**src/rfx_pkg.sv**
```systemverilog
// Constants and types shared by the return and flag execution block.
// Assumes a 10-bit instruction word and a 20 MHz instruction clock.
package rfx_pkg;

  // ----------------------------------------
  // Widths
  // ----------------------------------------
  localparam int RFX_PC_W = 13;
  localparam int RFX_SP_W = 3;
  localparam int RFX_ADDR_W = 8;
  localparam int RFX_DATA_W = 32;

  // ----------------------------------------
  // Opcodes
  // ----------------------------------------
  localparam logic [9:0] RFX_OP_RET_INT = 10'h046;
  localparam logic [9:0] RFX_OP_RTS = 10'h045;
  localparam logic [9:0] RFX_OP_CLR_UPPER = 10'h058;
  localparam logic [9:0] RFX_OP_TABLE = 10'h080;
  localparam logic [9:0] RFX_OP_TABLE_MASK = 10'h3C0;

  // ----------------------------------------
  // Timing
  // ----------------------------------------
  localparam int RFX_RTS_CYCLES = 2;

  // ----------------------------------------
  // Register map and fields
  // ----------------------------------------
  localparam logic [7:0] RFX_ADDR_CTRL = 8'h00;
  localparam logic [7:0] RFX_ADDR_STATUS = 8'h04;
  localparam logic [7:0] RFX_ADDR_PC = 8'h08;
  localparam logic [7:0] RFX_ADDR_SP = 8'h0C;
  localparam logic [7:0] RFX_ADDR_TABLE = 8'h10;
  localparam int RFX_CTRL_UPPER_EN_BIT = 0;
  localparam int RFX_STAT_UPPER_EN_BIT = 0;
  localparam int RFX_STAT_SKIP_BIT = 1;
  localparam int RFX_STAT_BUSY_BIT = 2;
  localparam int RFX_STAT_CARRY_BIT = 3;

  // ----------------------------------------
  // Reset values
  // ----------------------------------------
  localparam logic RFX_UPPER_EN_RESET = 1'b0;

  // ----------------------------------------
  // Types
  // ----------------------------------------
  typedef struct packed {
    logic [3:0] ptr_x;
    logic [3:0] ptr_y;
    logic [1:0] ptr_z;
    logic carry_flag;
    logic skip;
    logic nop_mode;
    logic [3:0] reg_a;
    logic [3:0] reg_b;
  } rfx_cpu_state_type;

  localparam rfx_cpu_state_type RFX_STATE_RESET = '0;

  typedef enum logic {
    RFX_EXEC_IDLE,
    RFX_EXEC_RTS_WAIT
  } rfx_exec_state_type;

  function automatic logic rfx_is_table(input logic [9:0] word);
    return (word & RFX_OP_TABLE_MASK) == RFX_OP_TABLE;
  endfunction

endpackage

```
**src/rfx_stack.sv**
```systemverilog
// Return address stack with its stack pointer.
// Assumes push and pop are never asked for in the same cycle.
`timescale 1ns/1ns
module rfx_stack
  import rfx_pkg::*;
#(
  parameter int PC_W = RFX_PC_W,
  parameter int SP_W = RFX_SP_W
) (
  // Clock and reset
  input wire logic clk,
  input wire logic rstn,
  // Stack operations
  input wire logic push,
  input wire logic [PC_W-1:0] push_pc,
  input wire logic pop,
  // Top of stack
  output logic [PC_W-1:0] top_pc,
  output logic [SP_W-1:0] stack_pointer
);

  localparam int DEPTH = 1 << SP_W;

  logic [PC_W-1:0] return_stack [DEPTH];
  logic [SP_W-1:0] sp_reg;
  logic [SP_W-1:0] sp_next;

  always_comb begin
    sp_next = sp_reg;
    if (push) begin
      sp_next = sp_reg + SP_W'(1);
    end else if (pop) begin
      sp_next = sp_reg - SP_W'(1);
    end
  end

  always_ff @(posedge clk or negedge rstn) begin
    if (!rstn) begin
      sp_reg <= '0;
    end else begin
      sp_reg <= sp_next;
    end
  end

  // No reset on the array: entries are only read after a push
  always_ff @(posedge clk) begin
    if (push) begin
      return_stack[sp_next] <= push_pc;
    end
  end

  assign top_pc = return_stack[sp_reg];
  assign stack_pointer = sp_reg;

endmodule

```
**src/rfx_state_save.sv**
```systemverilog
// Holds the CPU state captured at interrupt entry.
// Assumes the entry strobe is one cycle long.
`timescale 1ns/1ns
module rfx_state_save
  import rfx_pkg::*;
(
  // Clock and reset
  input wire logic clk,
  input wire logic rstn,
  // Capture
  input wire logic capture,
  input wire rfx_cpu_state_type live_state,
  // Saved copy
  output rfx_cpu_state_type saved_state
);

  rfx_cpu_state_type saved_reg;
  rfx_cpu_state_type saved_next;

  always_comb begin
    saved_next = capture ? live_state : saved_reg;
  end

  always_ff @(posedge clk or negedge rstn) begin
    if (!rstn) begin
      saved_reg <= RFX_STATE_RESET;
    end else begin
      saved_reg <= saved_next;
    end
  end

  assign saved_state = saved_reg;

endmodule

```
**src/rfx_exec.sv**
```systemverilog
// Executes return-from-interrupt, return-with-skip, the clear of the
// table upper-bits flag and its effect on table lookup.
// Assumes instruction, ROM word and live state are synchronous to clk.
//
// The register offsets and the strobed register port were decided locally.
`timescale 1ns/1ns
module rfx_exec
  import rfx_pkg::*;
#(
  parameter int PC_W = RFX_PC_W,
  parameter int SP_W = RFX_SP_W
) (
  // Clock and reset
  input wire logic clk,
  input wire logic rstn,
  // Instruction stream
  input wire logic instr_valid,
  input wire logic [9:0] instr_word,
  input wire logic [9:0] rom_word,
  // Calls and interrupt entry
  input wire logic push_valid,
  input wire logic [PC_W-1:0] push_pc,
  input wire logic int_entry,
  input wire rfx_cpu_state_type live_state,
  // Register port
  input wire logic [RFX_ADDR_W-1:0] reg_addr,
  input wire logic [RFX_DATA_W-1:0] reg_wdata,
  input wire logic reg_wr,
  input wire logic reg_rd,
  output logic [RFX_DATA_W-1:0] reg_rdata,
  // Results to the CPU
  output logic [PC_W-1:0] pc_reg,
  output logic pc_load_reg,
  output logic restore_valid_reg,
  output rfx_cpu_state_type restore_state_reg,
  output logic skip_reg,
  output logic busy_reg,
  output logic table_valid_reg,
  output logic [7:0] table_data_reg,
  output logic [1:0] d_upper_reg,
  output logic table_upper_bits_enable_flag
);

  // ----------------------------------------
  // Decode
  // ----------------------------------------
  logic take;
  logic do_ret_int;
  logic do_rts;
  logic do_clr_upper;
  logic do_table;
  logic [PC_W-1:0] top_pc;
  logic [SP_W-1:0] stack_pointer;
  rfx_cpu_state_type saved_state;

  // A skipped instruction is dropped; nothing is accepted while busy
  assign take = instr_valid && !busy_reg && !skip_reg;
  assign do_ret_int = take && instr_word == RFX_OP_RET_INT;
  assign do_rts = take && instr_word == RFX_OP_RTS;
  assign do_clr_upper = take && instr_word == RFX_OP_CLR_UPPER;
  assign do_table = take && rfx_is_table(instr_word);

  // ----------------------------------------
  // Stack and saved state
  // ----------------------------------------
  rfx_stack #(
    .PC_W(PC_W),
    .SP_W(SP_W)
  ) u_stack (
    .clk(clk),
    .rstn(rstn),
    .push(push_valid),
    .push_pc(push_pc),
    .pop(do_ret_int || do_rts),
    .top_pc(top_pc),
    .stack_pointer(stack_pointer)
  );

  rfx_state_save u_save (
    .clk(clk),
    .rstn(rstn),
    .capture(int_entry),
    .live_state(live_state),
    .saved_state(saved_state)
  );

  // ----------------------------------------
  // Execution
  // ----------------------------------------
  rfx_exec_state_type exec_reg;
  rfx_exec_state_type exec_next;
  logic [PC_W-1:0] pc_next;
  logic pc_load_next;
  logic restore_valid_next;
  rfx_cpu_state_type restore_state_next;
  logic skip_next;
  logic busy_next;
  logic table_valid_next;
  logic [7:0] table_data_next;
  logic [1:0] d_upper_next;
  logic upper_en_reg;
  logic upper_en_next;

  always_comb begin
    exec_next = exec_reg;
    pc_next = pc_reg;
    pc_load_next = 1'b0;
    restore_valid_next = 1'b0;
    restore_state_next = restore_state_reg;
    skip_next = skip_reg;
    busy_next = 1'b0;
    table_valid_next = 1'b0;
    table_data_next = table_data_reg;
    d_upper_next = d_upper_reg;
    upper_en_next = upper_en_reg;
    if (instr_valid && skip_reg && !busy_reg) begin
      skip_next = 1'b0;
    end
    case (exec_reg)
      RFX_EXEC_IDLE: begin
        if (do_ret_int) begin
          pc_next = top_pc;
          pc_load_next = 1'b1;
          restore_valid_next = 1'b1;
          restore_state_next = saved_state;
          skip_next = saved_state.skip;
        end else if (do_rts) begin
          pc_next = top_pc;
          pc_load_next = 1'b1;
          busy_next = 1'b1;
          exec_next = RFX_EXEC_RTS_WAIT;
        end else if (do_clr_upper) begin
          upper_en_next = 1'b0;
        end else if (do_table) begin
          table_valid_next = 1'b1;
          table_data_next = rom_word[7:0];
          if (upper_en_reg) begin
            d_upper_next = rom_word[9:8];
          end
        end
      end
      RFX_EXEC_RTS_WAIT: begin
        // Second cycle of the return arms an unconditional skip
        skip_next = 1'b1;
        exec_next = RFX_EXEC_IDLE;
      end
      default: begin
        exec_next = RFX_EXEC_IDLE;
      end
    endcase
    // Software write lands after the instruction, so it wins a tie
    if (reg_wr && reg_addr == RFX_ADDR_CTRL) begin
      upper_en_next = reg_wdata[RFX_CTRL_UPPER_EN_BIT];
    end
  end

  always_ff @(posedge clk or negedge rstn) begin
    if (!rstn) begin
      exec_reg <= RFX_EXEC_IDLE;
      pc_reg <= '0;
      pc_load_reg <= 1'b0;
      restore_valid_reg <= 1'b0;
      restore_state_reg <= RFX_STATE_RESET;
      skip_reg <= 1'b0;
      busy_reg <= 1'b0;
      table_valid_reg <= 1'b0;
      table_data_reg <= 8'h00;
      d_upper_reg <= 2'h0;
      upper_en_reg <= RFX_UPPER_EN_RESET;
    end else begin
      exec_reg <= exec_next;
      pc_reg <= pc_next;
      pc_load_reg <= pc_load_next;
      restore_valid_reg <= restore_valid_next;
      restore_state_reg <= restore_state_next;
      skip_reg <= skip_next;
      busy_reg <= busy_next;
      table_valid_reg <= table_valid_next;
      table_data_reg <= table_data_next;
      d_upper_reg <= d_upper_next;
      upper_en_reg <= upper_en_next;
    end
  end

  assign table_upper_bits_enable_flag = upper_en_reg;

  // ----------------------------------------
  // Register port
  // ----------------------------------------
  logic [RFX_DATA_W-1:0] rdata_next;
  logic [RFX_DATA_W-1:0] rdata_reg;

  always_comb begin
    rdata_next = '0;
    if (reg_rd) begin
      case (reg_addr)
        RFX_ADDR_CTRL: rdata_next[RFX_CTRL_UPPER_EN_BIT] = upper_en_reg;
        RFX_ADDR_STATUS: begin
          rdata_next[RFX_STAT_UPPER_EN_BIT] = upper_en_reg;
          rdata_next[RFX_STAT_SKIP_BIT] = skip_reg;
          rdata_next[RFX_STAT_BUSY_BIT] = busy_reg;
          rdata_next[RFX_STAT_CARRY_BIT] = restore_state_reg.carry_flag;
        end
        RFX_ADDR_PC: rdata_next[PC_W-1:0] = pc_reg;
        RFX_ADDR_SP: rdata_next[SP_W-1:0] = stack_pointer;
        RFX_ADDR_TABLE: rdata_next[9:0] = {d_upper_reg, table_data_reg};
        default: rdata_next = '0;
      endcase
    end
  end

  always_ff @(posedge clk or negedge rstn) begin
    if (!rstn) begin
      rdata_reg <= '0;
    end else begin
      rdata_reg <= rdata_next;
    end
  end

  assign reg_rdata = rdata_reg;
endmodule

```
**config.mk**
```make
export PLATFORM = sky130hd
export DESIGN_NAME = rfx_exec
export DESIGN_NICKNAME = d
export VERILOG_FILES = /design/src/rfx_pkg.sv /design/src/rfx_stack.sv /design/src/rfx_state_save.sv /design/src/rfx_exec.sv
export SDC_FILE = /design/constraint.sdc
export NUM_CORES = 1
export LEC_CHECK = 0
export BUFFER_PORTS_ARGS = -buffer_cell sky130_fd_sc_hd__clkbuf_2
export CAP_MARGIN = 40
export CORE_UTILIZATION = 30
export CTS_CLUSTER_DIAMETER = 120
export CTS_CLUSTER_SIZE = 30
export DETAILED_ROUTE_END_ITERATION = 6
export HOLD_SLACK_MARGIN = 0.02
export PLACE_DENSITY = 0.56
export SYNTH_ARGS = -nofsm -noshare
export SYNTH_HDL_FRONTEND = slang
export SYNTH_SLANG_ARGS = --single-unit
```
**constraint.sdc**
```tcl
create_clock -name clk -period 4.2 [get_ports clk]
set_clock_uncertainty 0.1 [all_clocks]
set_input_delay 0 -clock clk [delete_from_list [all_inputs] [get_ports clk]]
set_output_delay 0 -clock clk [all_outputs]
set_load 0.02 [all_outputs]
```
==> impl_summary.md <==
Floorplanning
roughly 180 I/O pins were placed. The x dimension of the die is between 150 and 200 µm. The count of standard-cell rows is 57. The initial core utilization is 0.3095. The area inside the core boundary is 0.02460 mm². The die covers 0.02603 mm². The floorplan die height is 161.3 µm.

Clock network
CTS built an H-tree with a depth of 4. The total setup buffers inserted after CTS is 0. The longest clock path from root to sink contains 2 buffers. The clock insertion delay at the later pin of the skew report is 0.43 ns. Clock tree synthesis found a total of 191 sinks. The tree is rooted in a sky130_fd_sc_hd__clkbuf_16. Buffers inserted during clock tree synthesis total 17. The number of resized instances in the post-cts repair step is 0.

The TritonCTS clock tree is built. The post-CTS clock slew at the launch and capture registers of the worst setup and hold paths is 0.08 ns.

Power and ir drop
The analysis attributes to cell leakage a power of 4.197 nW. Dividing total power by cell area gives a power density of between 500 and 600 mW/mm². The worst-case vdd ir drop is 0.3047 mV. The post-route total power is 5.287 mW.

Global route
The global route total overflow is 0. The global-route wire length before repair is 27340 µm. The total global routing track utilization is 0.1390.

The initial antenna violation count is 0. The via count of the first global-routing pass is 4758. Entering global routing, the biggest net connects 59 pins.

STA
The count of pins over their slew limit is 0. Setup repair after global routing left no endpoint under its margin. The sum of negative setup slack is 0 ns. The relative slew slack is 0.4419. The clock period minus final worst setup slack is roughly 3.3 ns. The post-route clock period utilization is 0.7966. The slew at the pin closest to its max-slew limit is 0.8309 ns.

The top achievable clock speed is 298.9 MHz. Across all hold checks on the routed design, the worst slack comes to 0.09494 ns. The number of setup violations in the final report is 0. The final-report hold violation count is 0.

Status
The flow ran to the end, and the final reports show no timing, DRC or antenna violations.

Logic synthesis
The number of distinct standard cells referenced by the synthesized netlist is 45. Counting flops with a built-in enable in the synthesized netlist gives 104. The share of the Yosys chip area taken by registers is 0.6959. After synthesis the cells add up to 0.007616 mm². Counting flops and latches in the post-synthesis netlist gives 191.

The total number of yosys warnings is 0. After synthesis, the share of flip-flops with an asynchronous set or reset is 0.4555. The synthesized area divided by synthesized cell count is 17.27 µm².

The primary flip-flop cell chosen by synthesis mapping is sky130_fd_sc_hd__edfxtp_1. The synthesized instance count is 441.

Route
The first-pass iteration count of the detailed router is 5. The post-route DRC violation count is 0. After detailed routing, the average wire length per cell comes to 17.51 µm. The first routing iteration left 230 violations.

The via total after detailed routing is 4522. The wire length reported by the detailed router is 17510 µm. The post-route antenna net violation count is 0. The ratio of routed vias to standard cells is between 4 and 5.

Run
The max-capacitance violation count is 0.

Setup path
The startpoint identified for the worst register-to-register timing path is busy_reg. The worst setup slack for register-to-register paths is roughly 0.85 ns. Traced cell by cell, the critical path runs through nor4_2 -> dlygate4sd3_1 -> and2_4 -> nand4b_4 -> dlygate4sd3_1 -> inv_6 -> mux2_2. The most numerous cell on the critical path is sky130_fd_sc_hd__dlygate4sd3_1. The endpoint type of the worst setup path is a flop. The stage delay of the slowest cell on the critical path is 0.70 ns. The largest fanout of any net on the critical path is 16. The critical path in this run is classified as flop to flop. The startpoint of the most critical setup path is busy_reg. The capture point of the critical path is restore_state_reg[16]. The endpoint arrival time on the critical path is between 3 and 4 ns. The number of buffers and inverters on the critical path is 3.

In this run the critical register-to-register path is captured at restore_state_reg[16]. The count of cell instances traversed by the critical path is 7. The kind of cell adding the most delay to the critical path is buffers and inverters. The category of the worst setup path launch point is a flop. At the worst endpoint, the required time is 4.41 ns. Measured in cells, the most critical reg-to-reg path has a length of 7. The slowest cell on the critical path is sky130_fd_sc_hd__dlygate4sd3_1.

Finish
The share of layout cells above drive strength 1 is 0.4038. The flip-flop count of the largest register after layout is 104. The area growth from synthesis to layout is 31.28%. The net count reported at finish is 766. 0 antenna diodes ended up in the layout. The library cell used most frequently in the layout, excluding fill and tap cells, is sky130_fd_sc_hd__clkbuf_2.

The library cells used most frequently in the layout, excluding fill and tap cells, are 131 x sky130_fd_sc_hd__clkbuf_2, 104 x sky130_fd_sc_hd__edfxtp_1, 87 x sky130_fd_sc_hd__dfrtp_1.

Placed design
The number of buffers inserted by port buffering is 132. The global placement routability congestion is just under 0.8. The sum of net half-perimeters after detailed placement is around 12000 µm.

Worst hold path
The worst hold path was traced through 4 stages. The tightest min-delay check is of the primary input to flop type.
[cells in the mapped netlist (2+ instances only)]
| cell type | number | share of area |
|---|---|---|
| sky130_fd_sc_hd__a22oi_1 | 9 | 0.0089 |
| sky130_fd_sc_hd__a2bb2oi_1 | 4 | 0.0046 |
| sky130_fd_sc_hd__and3_1 | 3 | 0.0025 |
| sky130_fd_sc_hd__buf_1 | 2 | 0.00099 |
| sky130_fd_sc_hd__buf_2 | 4 | 0.0026 |
| sky130_fd_sc_hd__buf_4 | 19 | 0.019 |
| sky130_fd_sc_hd__clkbuf_1 | 12 | 0.0059 |
| sky130_fd_sc_hd__dfrtp_1 | 87 | 0.29 |
| sky130_fd_sc_hd__edfxtp_1 | 104 | 0.41 |
| sky130_fd_sc_hd__ha_1 | 2 | 0.0033 |
| sky130_fd_sc_hd__inv_1 | 6 | 0.0030 |
| sky130_fd_sc_hd__mux2_2 | 46 | 0.068 |
| sky130_fd_sc_hd__mux2_4 | 9 | 0.018 |
| sky130_fd_sc_hd__mux2i_1 | 13 | 0.017 |
| sky130_fd_sc_hd__mux4_2 | 26 | 0.077 |
| sky130_fd_sc_hd__nand2_1 | 22 | 0.011 |
| sky130_fd_sc_hd__nand2b_1 | 3 | 0.0025 |
| sky130_fd_sc_hd__nand3_1 | 2 | 0.0013 |
| sky130_fd_sc_hd__nor2_1 | 17 | 0.0084 |
| sky130_fd_sc_hd__nor2b_1 | 4 | 0.0033 |
| sky130_fd_sc_hd__nor3_1 | 5 | 0.0033 |
| sky130_fd_sc_hd__nor4b_1 | 2 | 0.0023 |
| sky130_fd_sc_hd__o21ai_0 | 15 | 0.0099 |
| sky130_fd_sc_hd__xnor2_1 | 2 | 0.0023 |
| sky130_fd_sc_hd__xor2_1 | 3 | 0.0035 |
[repair_timing]
| item | 4_1_cts | 5_1_grt |
|---|---|---|
| endpoints found under the setup margin | 0 | 0 |
| hold buffers | 71 | 0 |
| endpoints found under the hold margin | 187 | 0 |
[how the worst min path moves through the flow]
stage / from / endpoint / slack, ns
4_1_cts: instr_word[6] / table_data_reg[6] / 0.08
6_report: instr_word[6] / table_data_reg[1] / 0.09
3_5_place_dp: rstn / reg_rdata[4] / -0.13
5_1_grt: instr_word[6] / table_data_reg[6] / 0.1
2_1_floorplan: rstn / busy_reg / -0.40
3_3_place_gp: rstn / reg_rdata[4] / -0.14
[layout make-up]
class                           count  area (µm²)
Clock inverter                     15       183.9
Sequential cell                   191        5300
Tap cell                          324       405.4
Multi-Input combinational cell    223        2117
Inverter                            7       31.28
Clock buffer                       17       425.4
Timing Repair Buffer              223        1535
Fill cell                        2253       14610
[cell families (layout without fill, tap and decap cells)]
group,Yosys count,after routing,synth area share
AO/OA/AOI/OAI,33,33,0.02793
XOR/XNOR,5,5,0.005751
adder cells (fa/ha/maj),2,2,0.003285
buffers and inverters,45,262,0.03499
flip-flops,191,191,0.6959
multiplexers,94,94,0.1797
other,1,19,0.0004924
AND/OR/NAND/NOR,70,70,0.05192
[report_power, final]
group	switching (mW)	internal, mW	leakage, nW
Combinational	0.652	0.591	1.82
Sequential	0.140	2.29	2.08
Clock	0.800	0.811	0.296
[routing by layer]
metal,part of all wire,GRT usage
met5,0,0
met4,0.0067,0.02916
met3,0.046,0.03313
met2,0.50,0.2386
met1,0.45,0.1783
[per-stage QoR]
| step | setup slack [ns] | utilization | std cells | instance area [µm²] |
|---|---|---|---|---|
| 2_1_floorplan | 1.571 | - | 459 | 7684 |
| 3_3_place_gp | 1.558 | 0.3516 | 895 | 8652 |
| 3_5_place_dp | 1.636 | 0.3523 | 897 | 8668 |
| 4_1_cts | 0.8143 | 0.4064 | 1000 | 9998 |
| 5_1_grt | 0.7278 | 0.4064 | 1000 | 9998 |
| 6_report | 0.8542 | 0.4064 | 1000 | 9998 |
[worst min-delay path, stage by stage]
cell and delay, ns:
sky130_fd_sc_hd__clkbuf_2 0.09, sky130_fd_sc_hd__nand2b_1 0.16, sky130_fd_sc_hd__nor4_4 0.11, sky130_fd_sc_hd__mux2_2 0.23
Note: power is estimated with default switching activity, not from simulation.
